[src/inc/sdibc_pkg.sv]
// Purpose: constants and types for the four-bank command core
// Assumes: 100 MHz clock, burst length and latency fixed
// Notes:   times in ns, cycle counts derived from them
package sdibc_pkg;
	// Clock
	localparam int CLK_PERIOD_NS = 10;
	// Bank timing in ns
	localparam int ACT_TO_COL_NS  = 20;
	localparam int PRECHARGE_NS   = 20;
	localparam int WRITE_RECOV_NS = 15;
	// Least times round up to whole cycles
	localparam int ACT_TO_COL_CYC  = (ACT_TO_COL_NS + CLK_PERIOD_NS - 1) / CLK_PERIOD_NS;
	localparam int PRECHARGE_CYC   = (PRECHARGE_NS + CLK_PERIOD_NS - 1) / CLK_PERIOD_NS;
	localparam int WRITE_RECOV_CYC = (WRITE_RECOV_NS + CLK_PERIOD_NS - 1) / CLK_PERIOD_NS;
	localparam int TIMER_W         = 3;
	// Access shape
	localparam int BURST_LEN      = 4;
	localparam int READ_LATENCY   = 2;
	localparam int MASK_RD_DELAY  = 2;
	localparam int ADDR_W         = 12;
	localparam int DATA_W         = 16;
	localparam int BANKS          = 4;
	localparam int COL_BITS       = 4;
	localparam int AP_BIT         = 10;
	localparam int MEM_WORDS      = BANKS * (1 << COL_BITS);
	// Command codes as {row_strobe_n, column_strobe_n, write_enable_n}
	localparam logic [2:0] CMD_NOP   = 3'h7;
	localparam logic [2:0] CMD_ACT   = 3'h3;
	localparam logic [2:0] CMD_READ  = 3'h5;
	localparam logic [2:0] CMD_WRITE = 3'h4;
	localparam logic [2:0] CMD_PRE   = 3'h2;
	localparam logic [2:0] CMD_BST   = 3'h6;
	// Reset values
	localparam logic [1:0] MASK_RST = 2'h3;
	// Bank states
	typedef enum logic [2:0] {
		BS_IDLE,
		BS_ACTIVATING,
		BS_ACTIVE,
		BS_PRECHARGING,
		BS_AP_PENDING,
		BS_WR_RECOVERY
	} sdibc_bank_state_type;
endpackage

[src/core/sdibc_core.sv]
// Purpose: device side of four-bank command decode, burst cut-off
//          and concurrent auto precharge, with a small data store
// Assumes: controller on the same clock; no same-bank misuse
// Notes:   store keeps COL_BITS column bits per bank, rows ignored
// Contract
// Chip select high acts as no-op
// No-op keeps running operation going
// Decode activate, read, write, precharge codes
// Idle bank n restricts nothing on m
// Busy bank n still allows commands elsewhere
// Commands need clock enable high twice
// Refresh and mode load need all idle
// Burst terminate hits running burst only
// Idle after precharge, active after activate delay
// Auto precharge state starts at registration
// Interrupted auto precharge burst self-precharges
// Activate or precharge elsewhere keeps burst
// Read to m replaces read data later
// Write cuts read; mask one clock earlier
// Read cuts write; last word one earlier
// Write cuts write at registration
// Read cuts auto-precharge read, precharge starts
// Write cuts auto-precharge read, precharge starts
// Read cuts AP write, precharge after recovery
// Write cuts AP write, precharge after recovery
// Interruption same with or without AP
// Controller avoids undefined combinations
// Mask gates writes now, reads two later
// Address bit ten selects auto precharge
// Controller tracks each bank separately
`timescale 1ns/100ps
module sdibc_core (
	input  wire logic        clk,
	input  wire logic        rstn,
	input  wire logic        clock_enable,
	input  wire logic        chip_select_n,
	input  wire logic        row_strobe_n,
	input  wire logic        column_strobe_n,
	input  wire logic        write_enable_n,
	input  wire logic [11:0] addr,
	input  wire logic [1:0]  bank_select,
	input  wire logic [1:0]  byte_mask,
	input  wire logic [15:0] dq_in,
	output logic      [15:0] dq_out,
	output logic      [15:0] dq_oe_n
);
	localparam int RCD_A = sdibc_pkg::ACT_TO_COL_CYC;
	localparam int TRP_A = sdibc_pkg::PRECHARGE_CYC;
	localparam int TWR_A = sdibc_pkg::WRITE_RECOV_CYC;
	localparam logic [2:0] RCD_LD = 3'(sdibc_pkg::ACT_TO_COL_CYC - 1);
	localparam logic [2:0] TRP_LD = 3'(sdibc_pkg::PRECHARGE_CYC - 1);
	localparam logic [2:0] TWR_LD = 3'(sdibc_pkg::WRITE_RECOV_CYC - 1);
	localparam logic [1:0] BL_LD  = 2'(sdibc_pkg::BURST_LEN - 1);

	logic        cke_prev_reg;
	logic        cmd_ok;
	logic [2:0]  cmd;
	logic        is_act;
	logic        is_rd;
	logic        is_wr;
	logic        is_pre;
	logic        is_bst;
	logic        col_cmd;
	logic        ap_sel;
	logic        burst_on_reg;
	logic        burst_rd_reg;
	logic        burst_ap_reg;
	logic [1:0]  burst_bank_reg;
	logic [3:0]  burst_col_reg;
	logic [1:0]  burst_cnt_reg;
	logic        stop_burst;
	logic        cont_beat;
	logic        burst_last;
	logic        beat;
	logic        beat_rd;
	logic [5:0]  beat_idx;
	logic [3:0]  beat_col;
	logic        ap_done;
	logic [15:0] mem_reg [sdibc_pkg::MEM_WORDS];
	logic [15:0] rd_data_reg;
	logic        rd_valid_reg;
	logic [1:0]  mask_q_reg;
	logic [15:0] dq_out_reg;
	logic [15:0] dq_oe_n_reg;
	logic [15:0] peek_word;

	// Commands count only with clock enable high on both edges
	always_ff @(posedge clk or negedge rstn) begin
		if (!rstn) begin
			cke_prev_reg <= 1'b0;
		end else begin
			cke_prev_reg <= clock_enable;
		end
	end

	// Decode; chip select high or no-op code yields no strobe
	assign cmd_ok  = clock_enable & cke_prev_reg & ~chip_select_n;
	assign cmd     = {row_strobe_n, column_strobe_n, write_enable_n};
	assign is_act  = cmd_ok & (cmd == sdibc_pkg::CMD_ACT);
	assign is_rd   = cmd_ok & (cmd == sdibc_pkg::CMD_READ);
	assign is_wr   = cmd_ok & (cmd == sdibc_pkg::CMD_WRITE);
	assign is_pre  = cmd_ok & (cmd == sdibc_pkg::CMD_PRE);
	assign is_bst  = cmd_ok & (cmd == sdibc_pkg::CMD_BST);
	assign col_cmd = is_rd | is_wr;
	assign ap_sel  = addr[sdibc_pkg::AP_BIT];

	// A new column command or terminate ends the running burst;
	// activate and precharge elsewhere leave it alone
	assign stop_burst = burst_on_reg & (col_cmd | is_bst
		| (is_pre & (ap_sel | (bank_select == burst_bank_reg))));
	assign cont_beat  = burst_on_reg & ~stop_burst;
	assign burst_last = cont_beat & (burst_cnt_reg == 2'h1);
	assign beat       = col_cmd | cont_beat;
	assign beat_rd    = col_cmd ? is_rd : burst_rd_reg;
	assign beat_col   = col_cmd ? addr[3:0] : burst_col_reg;
	assign beat_idx   = col_cmd ? {bank_select, addr[3:0]} : {burst_bank_reg, burst_col_reg};
	// Cut or natural end of a burst that carries auto precharge
	assign ap_done    = burst_on_reg & burst_ap_reg & (stop_burst | burst_last);

	// Burst tracker, one burst on the die at a time
	always_ff @(posedge clk or negedge rstn) begin
		if (!rstn) begin
			burst_on_reg   <= 1'b0;
			burst_rd_reg   <= 1'b0;
			burst_ap_reg   <= 1'b0;
			burst_bank_reg <= 2'h0;
			burst_col_reg  <= 4'h0;
			burst_cnt_reg  <= 2'h0;
		end else if (col_cmd) begin
			burst_on_reg   <= 1'b1;
			burst_rd_reg   <= is_rd;
			burst_ap_reg   <= ap_sel;
			burst_bank_reg <= bank_select;
			burst_col_reg  <= {beat_col[3:2], beat_col[1:0] + 2'h1};
			burst_cnt_reg  <= BL_LD;
		end else if (stop_burst) begin
			burst_on_reg <= 1'b0;
		end else if (cont_beat) begin
			// Sequential order wraps inside the burst
			burst_col_reg <= {burst_col_reg[3:2], burst_col_reg[1:0] + 2'h1};
			burst_cnt_reg <= burst_cnt_reg - 2'h1;
			if (burst_last) begin
				burst_on_reg <= 1'b0;
			end
		end
	end

	// Per-bank state and timers
	for (genvar b = 0; b < sdibc_pkg::BANKS; b++) begin : g_bank
		sdibc_pkg::sdibc_bank_state_type state_reg;
		sdibc_pkg::sdibc_bank_state_type state_next;
		logic [2:0] timer_reg;
		logic [2:0] timer_next;
		logic       here;
		logic       pre_here;

		assign here     = (bank_select == 2'(b));
		assign pre_here = is_pre & (ap_sel | here);

		// Next state; a burst on bank m touches only bank m, and only via ap_done
		always_comb begin
			state_next = state_reg;
			timer_next = (timer_reg != 3'h0) ? timer_reg - 3'h1 : 3'h0;
			unique case (state_reg)
				sdibc_pkg::BS_IDLE: begin
					if (is_act && here) begin
						state_next = sdibc_pkg::BS_ACTIVATING;
						timer_next = RCD_LD;
					end
				end
				sdibc_pkg::BS_ACTIVATING, sdibc_pkg::BS_ACTIVE: begin
					if (pre_here) begin
						state_next = sdibc_pkg::BS_PRECHARGING;
						timer_next = TRP_LD;
					end else if (col_cmd && here && ap_sel) begin
						state_next = sdibc_pkg::BS_AP_PENDING;
					end else if (state_reg == sdibc_pkg::BS_ACTIVATING && timer_reg == 3'h0) begin
						state_next = sdibc_pkg::BS_ACTIVE;
					end
				end
				sdibc_pkg::BS_PRECHARGING: begin
					if (timer_reg == 3'h0) begin
						state_next = sdibc_pkg::BS_IDLE;
					end
				end
				sdibc_pkg::BS_AP_PENDING: begin
					if (col_cmd && here && ap_sel) begin
						state_next = sdibc_pkg::BS_AP_PENDING;
					end else if (ap_done && burst_bank_reg == 2'(b)) begin
						if (burst_rd_reg) begin
							state_next = sdibc_pkg::BS_PRECHARGING;
							timer_next = TRP_LD;
						end else begin
							// Write data must settle before the row closes
							state_next = sdibc_pkg::BS_WR_RECOVERY;
							timer_next = TWR_LD;
						end
					end
				end
				sdibc_pkg::BS_WR_RECOVERY: begin
					if (timer_reg == 3'h0) begin
						state_next = sdibc_pkg::BS_PRECHARGING;
						timer_next = TRP_LD;
					end
				end
				default: begin
					state_next = sdibc_pkg::BS_IDLE;
				end
			endcase
		end

		// Bank registers
		always_ff @(posedge clk or negedge rstn) begin
			if (!rstn) begin
				state_reg <= sdibc_pkg::BS_IDLE;
				timer_reg <= 3'h0;
			end else begin
				state_reg <= state_next;
				timer_reg <= timer_next;
			end
		end
	end

	// Store; write mask acts with no delay, last word is the
	// one registered before the cutting command
	always_ff @(posedge clk) begin
		if (beat && !beat_rd) begin
			if (!byte_mask[0]) begin
				mem_reg[beat_idx][7:0] <= dq_in[7:0];
			end
			if (!byte_mask[1]) begin
				mem_reg[beat_idx][15:8] <= dq_in[15:8];
			end
		end
	end

	// Read path: one stage plus output flop gives the latency;
	// data already in flight still leaves, so a new read takes over
	always_ff @(posedge clk or negedge rstn) begin
		if (!rstn) begin
			rd_data_reg  <= 16'h0000;
			rd_valid_reg <= 1'b0;
			mask_q_reg   <= sdibc_pkg::MASK_RST;
		end else begin
			rd_data_reg  <= mem_reg[beat_idx];
			rd_valid_reg <= beat & beat_rd;
			mask_q_reg   <= byte_mask;
		end
	end

	// Drivers; mask seen two edges back turns a lane off, which is
	// how the controller keeps the bus free before a write
	always_ff @(posedge clk or negedge rstn) begin
		if (!rstn) begin
			dq_out_reg  <= 16'h0000;
			dq_oe_n_reg <= 16'hffff;
		end else begin
			dq_out_reg  <= rd_data_reg;
			dq_oe_n_reg <= {{8{~(rd_valid_reg & ~mask_q_reg[1])}},
			                {8{~(rd_valid_reg & ~mask_q_reg[0])}}};
		end
	end

	assign dq_out  = dq_out_reg;
	assign dq_oe_n = dq_oe_n_reg;

	// Word the read stage picks up this cycle, kept for the latency check
	assign peek_word = mem_reg[beat_idx];
endmodule

[config.mk]
export PLATFORM = sky130hd
export DESIGN_NAME = sdibc_core
export DESIGN_NICKNAME = d
export VERILOG_FILES = /design/src/inc/sdibc_pkg.sv /design/src/core/sdibc_core.sv
export SDC_FILE = /design/constraint.sdc
export NUM_CORES = 1
export LEC_CHECK = 0
export BUFFER_PORTS_ARGS = -buffer_cell sky130_fd_sc_hd__buf_4
export CORE_MARGIN = 5
export CORE_UTILIZATION = 50
export DETAILED_ROUTE_END_ITERATION = 7
export PLACE_DENSITY = 0.64
export SLEW_MARGIN = 0
export SYNTH_ARGS = -nofsm -noshare
export SYNTH_HDL_FRONTEND = slang
export SYNTH_SLANG_ARGS = --single-unit
[constraint.sdc]
create_clock -name clk -period 4.6 [get_ports clk]
set_input_delay 0.46 -clock clk [delete_from_list [all_inputs] [get_ports clk]]
set_output_delay 0.46 -clock clk [all_outputs]
set_load 0.005 [all_outputs]
==> flow_summary.html, run 1 <==
<table>
<tr><th>Metric</th><th>Value</th></tr>
<tr><th colspan="2">Timing</th></tr>
<tr><td>Aggregate negative setup slack</td><td>0 ns</td></tr>
<tr><td>Least-Margin Pin Slew</td><td>1.429 ns</td></tr>
<tr><td>Final-report setup violation count</td><td>0</td></tr>
<tr><td>Min Tclk post-route</td><td>3.872 ns</td></tr>
<tr><td>Pins over their slew limit</td><td>0</td></tr>
<tr><td>Upper clock frequency limit</td><td>258.2 MHz</td></tr>
<tr><td>Worst max-slew margin expressed relative to the limit</td><td>around 4%</td></tr>
<tr><td>Final worst clock skew</td><td>0.02421 ns</td></tr>
<tr><td>RSZ-0062 raised after global routing</td><td>no</td></tr>
<tr><td>Tightest hold margin</td><td>0.09593 ns</td></tr>
<tr><td>Ratio of final minimum period to clock period</td><td>84.18%</td></tr>
<tr><td>Fin. Hold Viols</td><td>0</td></tr>
<tr><th colspan="2">Critical path</th></tr>
<tr><td>Sort of element at the start of the critical path</td><td>input port</td></tr>
<tr><td>Cell type group with the largest total delay on the critical path</td><td>buffers and inverters</td></tr>
<tr><td>Critical path class</td><td>input port to flip-flop</td></tr>
<tr><td>Arrival time worst endpoint</td><td>4.37 ns</td></tr>
<tr><td>CP max stage cell</td><td>sky130_fd_sc_hd__dlygate4sd3_1</td></tr>
<tr><td>Stage delay of the slowest cell on the critical path</td><td>0.54 ns</td></tr>
<tr><td>Required time of the critical path</td><td>5.09 ns</td></tr>
<tr><td>Buf+Inv Stages, Crit Path</td><td>6</td></tr>
<tr><td>Most numerous cell on the critical path</td><td>sky130_fd_sc_hd__buf_4</td></tr>
<tr><td>Crit end category</td><td>flip-flop</td></tr>
<tr><td>Cell chain of the critical path</td><td>dlygate4sd3_1 &gt; buf_4 &gt; and3b_1 &gt; and2_1 &gt; nor2_4 &gt; buf_12 &gt; buf_4 &gt; buf_4 &gt; mux2i_1 &gt; o22ai_1 &gt; nor4_1 &gt; buf_4 &gt; nand4_1</td></tr>
<tr><td>Top fanout value on the critical path</td><td>24</td></tr>
<tr><th colspan="2">Drt</th></tr>
<tr><td>Total wire length</td><td>a little over 100000 um</td></tr>
<tr><td>Number of vias per cell after detailed routing</td><td>6.109</td></tr>
<tr><td>Post-route antenna net violation count</td><td>0</td></tr>
<tr><td>DRT iter0 DRCs</td><td>2942</td></tr>
<tr><td>TritonRoute pass-1 iters</td><td>5</td></tr>
<tr><td>Average routed wire per standard cell</td><td>roughly 27 um</td></tr>
<tr><td>Total via count in the routed design</td><td>23180</td></tr>
<tr><td>Remaining DRCs</td><td>0</td></tr>
<tr><th colspan="2">Floorplanning</th></tr>
<tr><td>Die Y</td><td>~300 um</td></tr>
<tr><td>Die width</td><td>between 200 and 300 um</td></tr>
<tr><td>Top-level I/O count</td><td>71</td></tr>
<tr><td>Standard cell core area</td><td>82370 sq um</td></tr>
<tr><td>Die area</td><td>89200 sq um</td></tr>
<tr><td>Initial standard-cell utilization of the core</td><td>50.58%</td></tr>
<tr><td>Floorplan row count</td><td>105</td></tr>
<tr><th colspan="2">Finish</th></tr>
<tr><td>Share of final-layout standard cells stronger than drive strength 1</td><td>15.67%</td></tr>
<tr><td>Filler cell count in the final layout</td><td>6153</td></tr>
<tr><td>Signed area change from the synthesized netlist to the final layout</td><td>14.25%</td></tr>
<tr><td>Number of antenna diodes</td><td>0</td></tr>
<tr><td>Largest register FFs</td><td>1024</td></tr>
<tr><td>Number of nets in the layout</td><td>approximately 2700</td></tr>
<tr><th colspan="2">CTS</th></tr>
<tr><td>Later-pin clock latency in the skew report</td><td>between 0.6 and 0.7 ns</td></tr>
<tr><td>Max clock buf depth</td><td>3</td></tr>
<tr><td>Clock slew at reported path FFs</td><td>roughly 0.06 ns</td></tr>
<tr><td>CTS Root Buffer Type</td><td>sky130_fd_sc_hd__clkbuf_16</td></tr>
<tr><td>Total of hold buffers inserted after clock tree synthesis</td><td>4</td></tr>
<tr><td>CTS H-Tree Depth</td><td>3</td></tr>
<tr><td>Number of clock sinks</td><td>1072</td></tr>
<tr><td>Buffers inserted during post-CTS setup optimization</td><td>0</td></tr>
<tr><td>Resized Gates After CTS</td><td>0</td></tr>
<tr><td>CTS tree</td><td>yes</td></tr>
<tr><td>Number of clock buffers inserted by TritonCTS</td><td>102</td></tr>
<tr><th colspan="2">Global route</th></tr>
<tr><td>Met3 track demand over resource in global routing</td><td>3.666%</td></tr>
<tr><td>Leftover overflow at the end of global routing</td><td>0</td></tr>
<tr><td>Grt peak-use layer</td><td>met2</td></tr>
<tr><td>Routing usage on met1</td><td>33.62%</td></tr>
<tr><td>GR Util met2</td><td>a little over a third</td></tr>
<tr><td>Antenna violations before repair</td><td>1</td></tr>
<tr><td>Maximum number of pins on one net before global-route repair</td><td>65</td></tr>
<tr><td>First-pass GRT wire length</td><td>150100 um</td></tr>
<tr><td>Aggregate global-route resource usage</td><td>22.65%</td></tr>
<tr><td>Number of global-route vias before repair</td><td>22700</td></tr>
<tr><th colspan="2">Logic synthesis</th></tr>
<tr><td>Most common cell in the synthesized netlist</td><td>sky130_fd_sc_hd__edfxtp_1</td></tr>
<tr><td>Share of the yosys chip area belonging to registers</td><td>76.70%</td></tr>
<tr><td>Number of distinct library cell variants in the gate-level netlist after synthesis</td><td>54</td></tr>
<tr><td>Net Count, Synth</td><td>2460</td></tr>
<tr><td>Leading cell types by total area after synthesis</td><td>sky130_fd_sc_hd__edfxtp_1 (74%), sky130_fd_sc_hd__mux2i_1 (12%), sky130_fd_sc_hd__o22ai_1 (3.6%)</td></tr>
<tr><td>Share of flip-flops with an asynchronous set or reset after synthesis</td><td>4.478%</td></tr>
<tr><td>Most numerous cell types in the synthesized netlist</td><td>sky130_fd_sc_hd__edfxtp_1 (1024), sky130_fd_sc_hd__mux2i_1 (487), sky130_fd_sc_hd__o22ai_1 (243), sky130_fd_sc_hd__nor2_1 (154), sky130_fd_sc_hd__nor4_1 (68)</td></tr>
<tr><td>Average footprint of a synthesized cell</td><td>17.22 sq um</td></tr>
<tr><td>Post-Synthesis Cell Area</td><td>41660 sq um</td></tr>
<tr><td>Commonest register cell after synthesis</td><td>sky130_fd_sc_hd__edfxtp_1</td></tr>
<tr><td>Yosys warning count</td><td>0</td></tr>
<tr><td>Synth area leader</td><td>sky130_fd_sc_hd__edfxtp_1</td></tr>
<tr><td>Number of synthesized flops with an enable pin</td><td>1024</td></tr>
<tr><td>Post-synth top area share</td><td>73.81%</td></tr>
<tr><td>Gate count after technology mapping</td><td>2420</td></tr>
<tr><td>#FFs+latches synth</td><td>between 1000 and 1500</td></tr>
<tr><th colspan="2">Power and ir drop</th></tr>
<tr><td>P per Cell Area</td><td>around 510 nW/um^2</td></tr>
<tr><td>IR drop worst, VDD</td><td>0.3161 mV</td></tr>
<tr><td>Total Power Consumption</td><td>around 24 mW</td></tr>
<tr><td>Leakage</td><td>approximately 17 nW</td></tr>
<tr><th colspan="2">Run status</th></tr>
<tr><td>Status</td><td>finished clean</td></tr>
<tr><th colspan="2">Run</th></tr>
<tr><td>Number of max-cap violations</td><td>0</td></tr>
<tr><th colspan="2">Place</th></tr>
<tr><td>Post-DP HPWL</td><td>66460 um</td></tr>
<tr><td>Routability Congestion</td><td>0.8972</td></tr>
<tr><td>Count of buffers inserted at the top-level ports</td><td>63</td></tr>
<tr><th colspan="2">Hold path</th></tr>
<tr><td>Classification of the worst-slack hold path</td><td>input port to flip-flop</td></tr>
</table>
-- placed cells by master, fill, tap and decap left out, types with 4 or more instances in the layout --
| cell | n |
|---|---|
| sky130_fd_sc_hd__buf_12 | 14 |
| sky130_fd_sc_hd__nor3_1 | 7 |
| sky130_fd_sc_hd__o21ai_0 | 16 |
| sky130_fd_sc_hd__nand4_1 | 16 |
| sky130_fd_sc_hd__o22ai_1 | 243 |
| sky130_fd_sc_hd__nor4_1 | 68 |
| sky130_fd_sc_hd__dfstp_2 | 4 |
| sky130_fd_sc_hd__bufinv_16 | 9 |
| sky130_fd_sc_hd__nand3_1 | 20 |
| sky130_fd_sc_hd__o21ai_1 | 16 |
| sky130_fd_sc_hd__mux2_2 | 4 |
| sky130_fd_sc_hd__edfxtp_1 | 1024 |
| sky130_fd_sc_hd__a211oi_1 | 12 |
| sky130_fd_sc_hd__xnor2_1 | 5 |
| sky130_fd_sc_hd__dlygate4sd3_1 | 4 |
| sky130_fd_sc_hd__clkbuf_16 | 103 |
| sky130_fd_sc_hd__a2111oi_0 | 9 |
| sky130_fd_sc_hd__buf_4 | 233 |
| sky130_fd_sc_hd__inv_1 | 12 |
| sky130_fd_sc_hd__a21oi_1 | 27 |
| sky130_fd_sc_hd__mux2i_1 | 487 |
| sky130_fd_sc_hd__clkbuf_1 | 24 |
| sky130_fd_sc_hd__nor2_1 | 154 |
| sky130_fd_sc_hd__clkinv_1 | 21 |
| sky130_fd_sc_hd__clkinv_2 | 26 |
| sky130_fd_sc_hd__dfrtp_1 | 44 |
| sky130_fd_sc_hd__and3_1 | 7 |
| sky130_fd_sc_hd__or2_2 | 4 |
| sky130_fd_sc_hd__nand2_1 | 41 |
| sky130_fd_sc_hd__nand2b_1 | 8 |
| sky130_fd_sc_hd__or3_1 | 8 |
| sky130_fd_sc_hd__a31oi_2 | 6 |
-- through the flow --
step                      setup WS (ns)  util, %  cells  instance area (sq um)
after CTS                        0.6653    57.79   3795                  47600
after detailed placement         0.5575    53.82   3601                  44330
after global routing             0.5149    57.79   3795                  47600
after global placement           0.6147    53.82   3601                  44330
final                            0.7278    57.79   3795                  47600
after floorplan                   1.818        -   2420                  41660
-- final timing paths --
path / end / start / slack (ns) / cells past startpoint
max in group asynchronous: dq_out[7] / rstn / 3.60 / 2
min reg2reg: dq_out[10] / rd_data_reg[10] / 0.35 / 0
min: burst_rd_reg / write_enable_n / 0.1 / 3
min in group asynchronous: dq_out[14] / rstn / 0.43 / 2
max: rd_data_reg[10] / clock_enable / 0.73 / 13
max reg2reg: mem_reg[20][4] / burst_bank_reg[0] / 0.83 / 7
-- layer usage --
layer / routed length [um] / part of all wire [%]
met3: 9033 / 8.8
met2: 48060 / 47
met1: 43740 / 42
met5: 0 / 0
met4: 2200 / 2.1
-- worst reg2reg max path, delay by kind of cell (launching register included) --
kind / cells / cell delay (ns)
compound gates: 4 / 1.92
simple gates: 2 / 0.74
flops: 1 / 0.53
xor+xnor: 1 / 0.18
-- report_power, final --
| group | switching [mW] | internal (mW) |
|---|---|---|
| Clock | 3.48 | 4.63 |
| Sequential | 0.114 | 10.9 |
| Combinational | 2.98 | 2.15 |
-- cell families after synthesis --
group	after synthesis	share of synthesized area [%]
flops	1072	76.70
fa+ha+maj	1	0.03003
xor+xnor	6	0.1261
buf+inv	148	1.919
compound gates	349	5.271
simple gates	353	4.144
mux	491	11.81
-- layout make-up --
type / instances / area (sq um) / area share, %
Clock inverter: 62 / 545.5 / 1.146
Timing Repair Buffer: 251 / 2069 / 4.348
Clock buffer: 128 / 2681 / 5.633
Tap cell: 1070 / 1339 / 2.813
Sequential cell: 1072 / 31960 / 67.13
Inverter: 12 / 45.04 / 0.09463
Multi-Input combinational cell: 1200 / 8964 / 18.83
No activity file was read; power rests on OpenSTA's default activity.
==> run 2: changes to the inputs <==
- PLACE_DENSITY: 0.64 -> 0.66
- clock period: 4.6 -> 3.5 ns (I/O delays scaled with it)
==> run 2 against run 1 <==
Register-to-register slack got worse by 0.74 ns. Design area increased by 2.2%. Clock-buffer cell count is 17 higher. Final cell count grew 2.5%. Via count up 1.4%. Critical path depth fell by 3. Core utilization grew 1.3 points. Worst setup slack got worse by 0.64 ns. Global-route usage is 0.25 points higher. Combinational power increased by 31%. Die area did not move. Sequential share of layout area fell by 1.4 points. Critical endpoint is now rd_data_reg[9].
==> flow_summary.html, run 2 (synthesis gave the netlist of run 1 again) <==
<table>
<tr><th>Metric</th><th>Value</th></tr>
<tr><th colspan="2">Run status</th></tr>
<tr><td>Status</td><td>finished clean</td></tr>
<tr><th colspan="2">Drt</th></tr>
<tr><td>TritonRoute pass-1 iters</td><td>6</td></tr>
<tr><td>Number of vias per cell after detailed routing</td><td>6.049</td></tr>
<tr><td>Total wire length</td><td>103800 um</td></tr>
<tr><td>Post-route antenna net violation count</td><td>0</td></tr>
<tr><td>Remaining DRCs</td><td>0</td></tr>
<tr><td>DRT iter0 DRCs</td><td>2605</td></tr>
<tr><td>Average routed wire per standard cell</td><td>26.70 um</td></tr>
<tr><td>Total via count in the routed design</td><td>23520</td></tr>
<tr><th colspan="2">Power and ir drop</th></tr>
<tr><td>Leakage</td><td>17.29 nW</td></tr>
<tr><td>IR drop worst, VDD</td><td>0.4431 mV</td></tr>
<tr><td>Net switching power figure</td><td>8.663 mW</td></tr>
<tr><td>Combinational share of power</td><td>20.6%</td></tr>
<tr><td>Switching Share</td><td>26.60%</td></tr>
<tr><td>P per Cell Area</td><td>between 600 and 700 nW/um^2</td></tr>
<tr><td>Clock network power share</td><td>35.0%</td></tr>
<tr><td>Internal power summed over all cells</td><td>23.91 mW</td></tr>
<tr><td>Sequential fraction of design power</td><td>44.5%</td></tr>
<tr><th colspan="2">Finish</th></tr>
<tr><td>Post-Route Utilization</td><td>between 50 and 60%</td></tr>
<tr><td>Share of final-layout standard cells stronger than drive strength 1</td><td>18.77%</td></tr>
<tr><td>Area of all sequential standard cells</td><td>31960 sq um</td></tr>
<tr><td>Number of nets in the layout</td><td>2769</td></tr>
<tr><td>Highest-count cells in the layout ignoring fill and taps</td><td>sky130_fd_sc_hd__edfxtp_1 (1024), sky130_fd_sc_hd__mux2i_1 (487), sky130_fd_sc_hd__buf_4 (319), sky130_fd_sc_hd__o22ai_1 (243), sky130_fd_sc_hd__nor2_1 (154)</td></tr>
<tr><td>Filler cell count in the final layout</td><td>5978</td></tr>
<tr><td>Count of placed standard cells in the final layout, fillers left out</td><td>3888</td></tr>
<tr><td>Area used by multi-input combinational logic</td><td>8987 sq um</td></tr>
<tr><td>Largest register FFs</td><td>1024</td></tr>
<tr><td>Number of antenna diodes</td><td>0</td></tr>
<tr><td>Leading cell type in the layout, fill and taps excluded</td><td>sky130_fd_sc_hd__edfxtp_1</td></tr>
<tr><td>Signed area change from the synthesized netlist to the final layout</td><td>16.73%</td></tr>
<tr><th colspan="2">Critical path</th></tr>
<tr><td>Crit end category</td><td>flip-flop</td></tr>
<tr><td>Source of the worst register-to-register timing path</td><td>cke_prev_reg</td></tr>
<tr><td>Sort of element at the start of the critical path</td><td>flip-flop</td></tr>
<tr><td>Arrival time worst endpoint</td><td>3.92 ns</td></tr>
<tr><td>Register-to-register path setup slack</td><td>0.09 ns</td></tr>
<tr><td>Top fanout value on the critical path</td><td>63</td></tr>
<tr><td>Required time of the critical path</td><td>between 4 and 5 ns</td></tr>
<tr><td>Depth of the worst register-to-register path</td><td>10</td></tr>
<tr><td>Critical path class</td><td>flip-flop to flip-flop</td></tr>
<tr><td>Reg-to-reg critical path endpoint</td><td>rd_data_reg[9]</td></tr>
<tr><th colspan="2">Place</th></tr>
<tr><td>Post-DP HPWL</td><td>68080 um</td></tr>
<tr><td>Placed Cells incl. Taps</td><td>3687</td></tr>
<tr><td>Routability Congestion</td><td>0.9229</td></tr>
<tr><td>Worst slack at placement</td><td>-0.04278 ns</td></tr>
<tr><td>Count of buffers inserted at the top-level ports</td><td>63</td></tr>
<tr><th colspan="2">CTS</th></tr>
<tr><td>Later-pin clock latency in the skew report</td><td>0.67 ns</td></tr>
<tr><td>Number of clock buffers inserted by TritonCTS</td><td>103</td></tr>
<tr><td>Number of clock sinks</td><td>1072</td></tr>
<tr><td>Max clock buf depth</td><td>3</td></tr>
<tr><td>Clock slew at reported path FFs</td><td>0.06 ns</td></tr>
<tr><td>CTS H-Tree Depth</td><td>3</td></tr>
<tr><td>CTS Root Buffer Type</td><td>sky130_fd_sc_hd__clkbuf_16</td></tr>
<tr><td>Buffers inserted during post-CTS setup optimization</td><td>0</td></tr>
<tr><td>CTS tree</td><td>yes</td></tr>
<tr><th colspan="2">Floorplanning</th></tr>
<tr><td>Die area</td><td>89200 sq um</td></tr>
<tr><td>Die Y</td><td>298.7 um</td></tr>
<tr><td>Standard cell core area</td><td>82370 sq um</td></tr>
<tr><td>Die width</td><td>298.7 um</td></tr>
<tr><td>Floorplan row count</td><td>between 100 and 150</td></tr>
<tr><td>Top-level I/O count</td><td>71</td></tr>
<tr><td>Initial standard-cell utilization of the core</td><td>approximately half</td></tr>
<tr><th colspan="2">Hold path</th></tr>
<tr><td>Classification of the worst-slack hold path</td><td>input port to flip-flop</td></tr>
<tr><td>Number of stages on the worst hold path</td><td>4</td></tr>
<tr><td>WHS Endpoint</td><td>burst_col_reg[1]</td></tr>
<tr><td>Worst Min Path Start</td><td>addr[0]</td></tr>
<tr><th colspan="2">Run</th></tr>
<tr><td>Number of max-cap violations</td><td>0</td></tr>
<tr><th colspan="2">Timing</th></tr>
<tr><td>Worst max-slew margin expressed relative to the limit</td><td>between 30% and 40%</td></tr>
<tr><td>Min Tclk post-route</td><td>3.407 ns</td></tr>
<tr><td>Final-report setup violation count</td><td>0</td></tr>
<tr><td>Ratio of final minimum period to clock period</td><td>97.35%</td></tr>
<tr><td>RSZ-0062 raised after global routing</td><td>yes</td></tr>
<tr><td>Least-Margin Pin Slew</td><td>1.033 ns</td></tr>
<tr><td>Upper clock frequency limit</td><td>293.5 MHz</td></tr>
<tr><td>Setup ws final</td><td>roughly 0.093 ns</td></tr>
<tr><td>Fin. Hold Viols</td><td>0</td></tr>
<tr><td>Final worst clock skew</td><td>0.03118 ns</td></tr>
<tr><td>Tightest hold margin</td><td>0.04774 ns</td></tr>
<tr><td>Aggregate negative setup slack</td><td>0 ns</td></tr>
<tr><td>Pins over their slew limit</td><td>0</td></tr>
<tr><th colspan="2">Global route</th></tr>
<tr><td>First-pass GRT wire length</td><td>152300 um</td></tr>
<tr><td>Number of global-route vias before repair</td><td>roughly 23000</td></tr>
<tr><td>Maximum number of pins on one net before global-route repair</td><td>65</td></tr>
<tr><td>Aggregate global-route resource usage</td><td>between 20% and 30%</td></tr>
<tr><td>Antenna violations before repair</td><td>1</td></tr>
<tr><td>Leftover overflow at the end of global routing</td><td>0</td></tr>
</table>
run 2: power by group through the flow:
stage / combinational, mW / sequential (mW) / clock, mW
2_1_floorplan: 4.32 / 14.7 / 0
3_3_place_gp: 6.53 / 14.7 / 0
3_5_place_dp: 6.61 / 14.7 / 0
4_1_cts: 6.65 / 14.5 / 11.6
5_1_grt: 7.03 / 14.5 / 12.1
6_report: 6.70 / 14.5 / 11.4
run 2: final cells by class:
class                   count  area share [%]
clock buffers             145           6.174
clock inverters            49           1.119
inverters                  12         0.09262
multi-input cells        1200           18.48
flip-flops and latches   1072           65.71
well taps                1070           2.753
repair buffers            340           5.675
run 2: worst max-delay path, stage by stage (launching register included):
cell                      delay [ns]
sky130_fd_sc_hd__dfrtp_1        0.38
sky130_fd_sc_hd__and3b_1        0.30
sky130_fd_sc_hd__and2_1         0.24
sky130_fd_sc_hd__nor2_4         0.21
sky130_fd_sc_hd__buf_16         0.38
sky130_fd_sc_hd__buf_16         0.37
sky130_fd_sc_hd__mux2i_1        0.27
sky130_fd_sc_hd__o22ai_1        0.12
sky130_fd_sc_hd__nor4_1         0.48
sky130_fd_sc_hd__buf_4          0.23
sky130_fd_sc_hd__nand4_1        0.12
run 2: worst max-delay path by stage:
stage	start	to	slack, ns	depth (start not counted)
after global routing	cke_prev_reg	rd_data_reg[10]	-0.04	10
final	cke_prev_reg	rd_data_reg[9]	0.09	10
after floorplan	cke_prev_reg	mem_reg[14][10]	0.82	10
after CTS	cke_prev_reg	rd_data_reg[10]	0.06	10
after detailed placement	chip_select_n	rd_data_reg[11]	-0.04	11
after global placement	chip_select_n	rd_data_reg[9]	-0.003	11
run 2: repair_timing:
| action | 4_1_cts | 5_1_grt |
|---|---|---|
| hold buffers | 7 | 0 |
| setup endpoints to repair | 0 | 12 |
| resized for setup | 0 | 6 |
| endpoints found under the hold margin | 50 | 0 |
run 2: stage by stage:
stage | cell area [sq um] | power (mW)
6_report | 48630 | 32.57
2_1_floorplan | 41660 | 19.00
4_1_cts | 48600 | 32.69
3_5_place_dp | 44980 | 21.36
3_3_place_gp | 44980 | 21.27
5_1_grt | 48630 | 33.62
run 2: routing by layer:
layer  wire length [um]  up-vias  global-route usage, %
li1                   -    10310                      -
met1              44370    11910                  34.35
met2              47310     1126                  35.06
met3               9534      166                  4.080
met4               2589        2                  6.241
met5                  8        -                      0
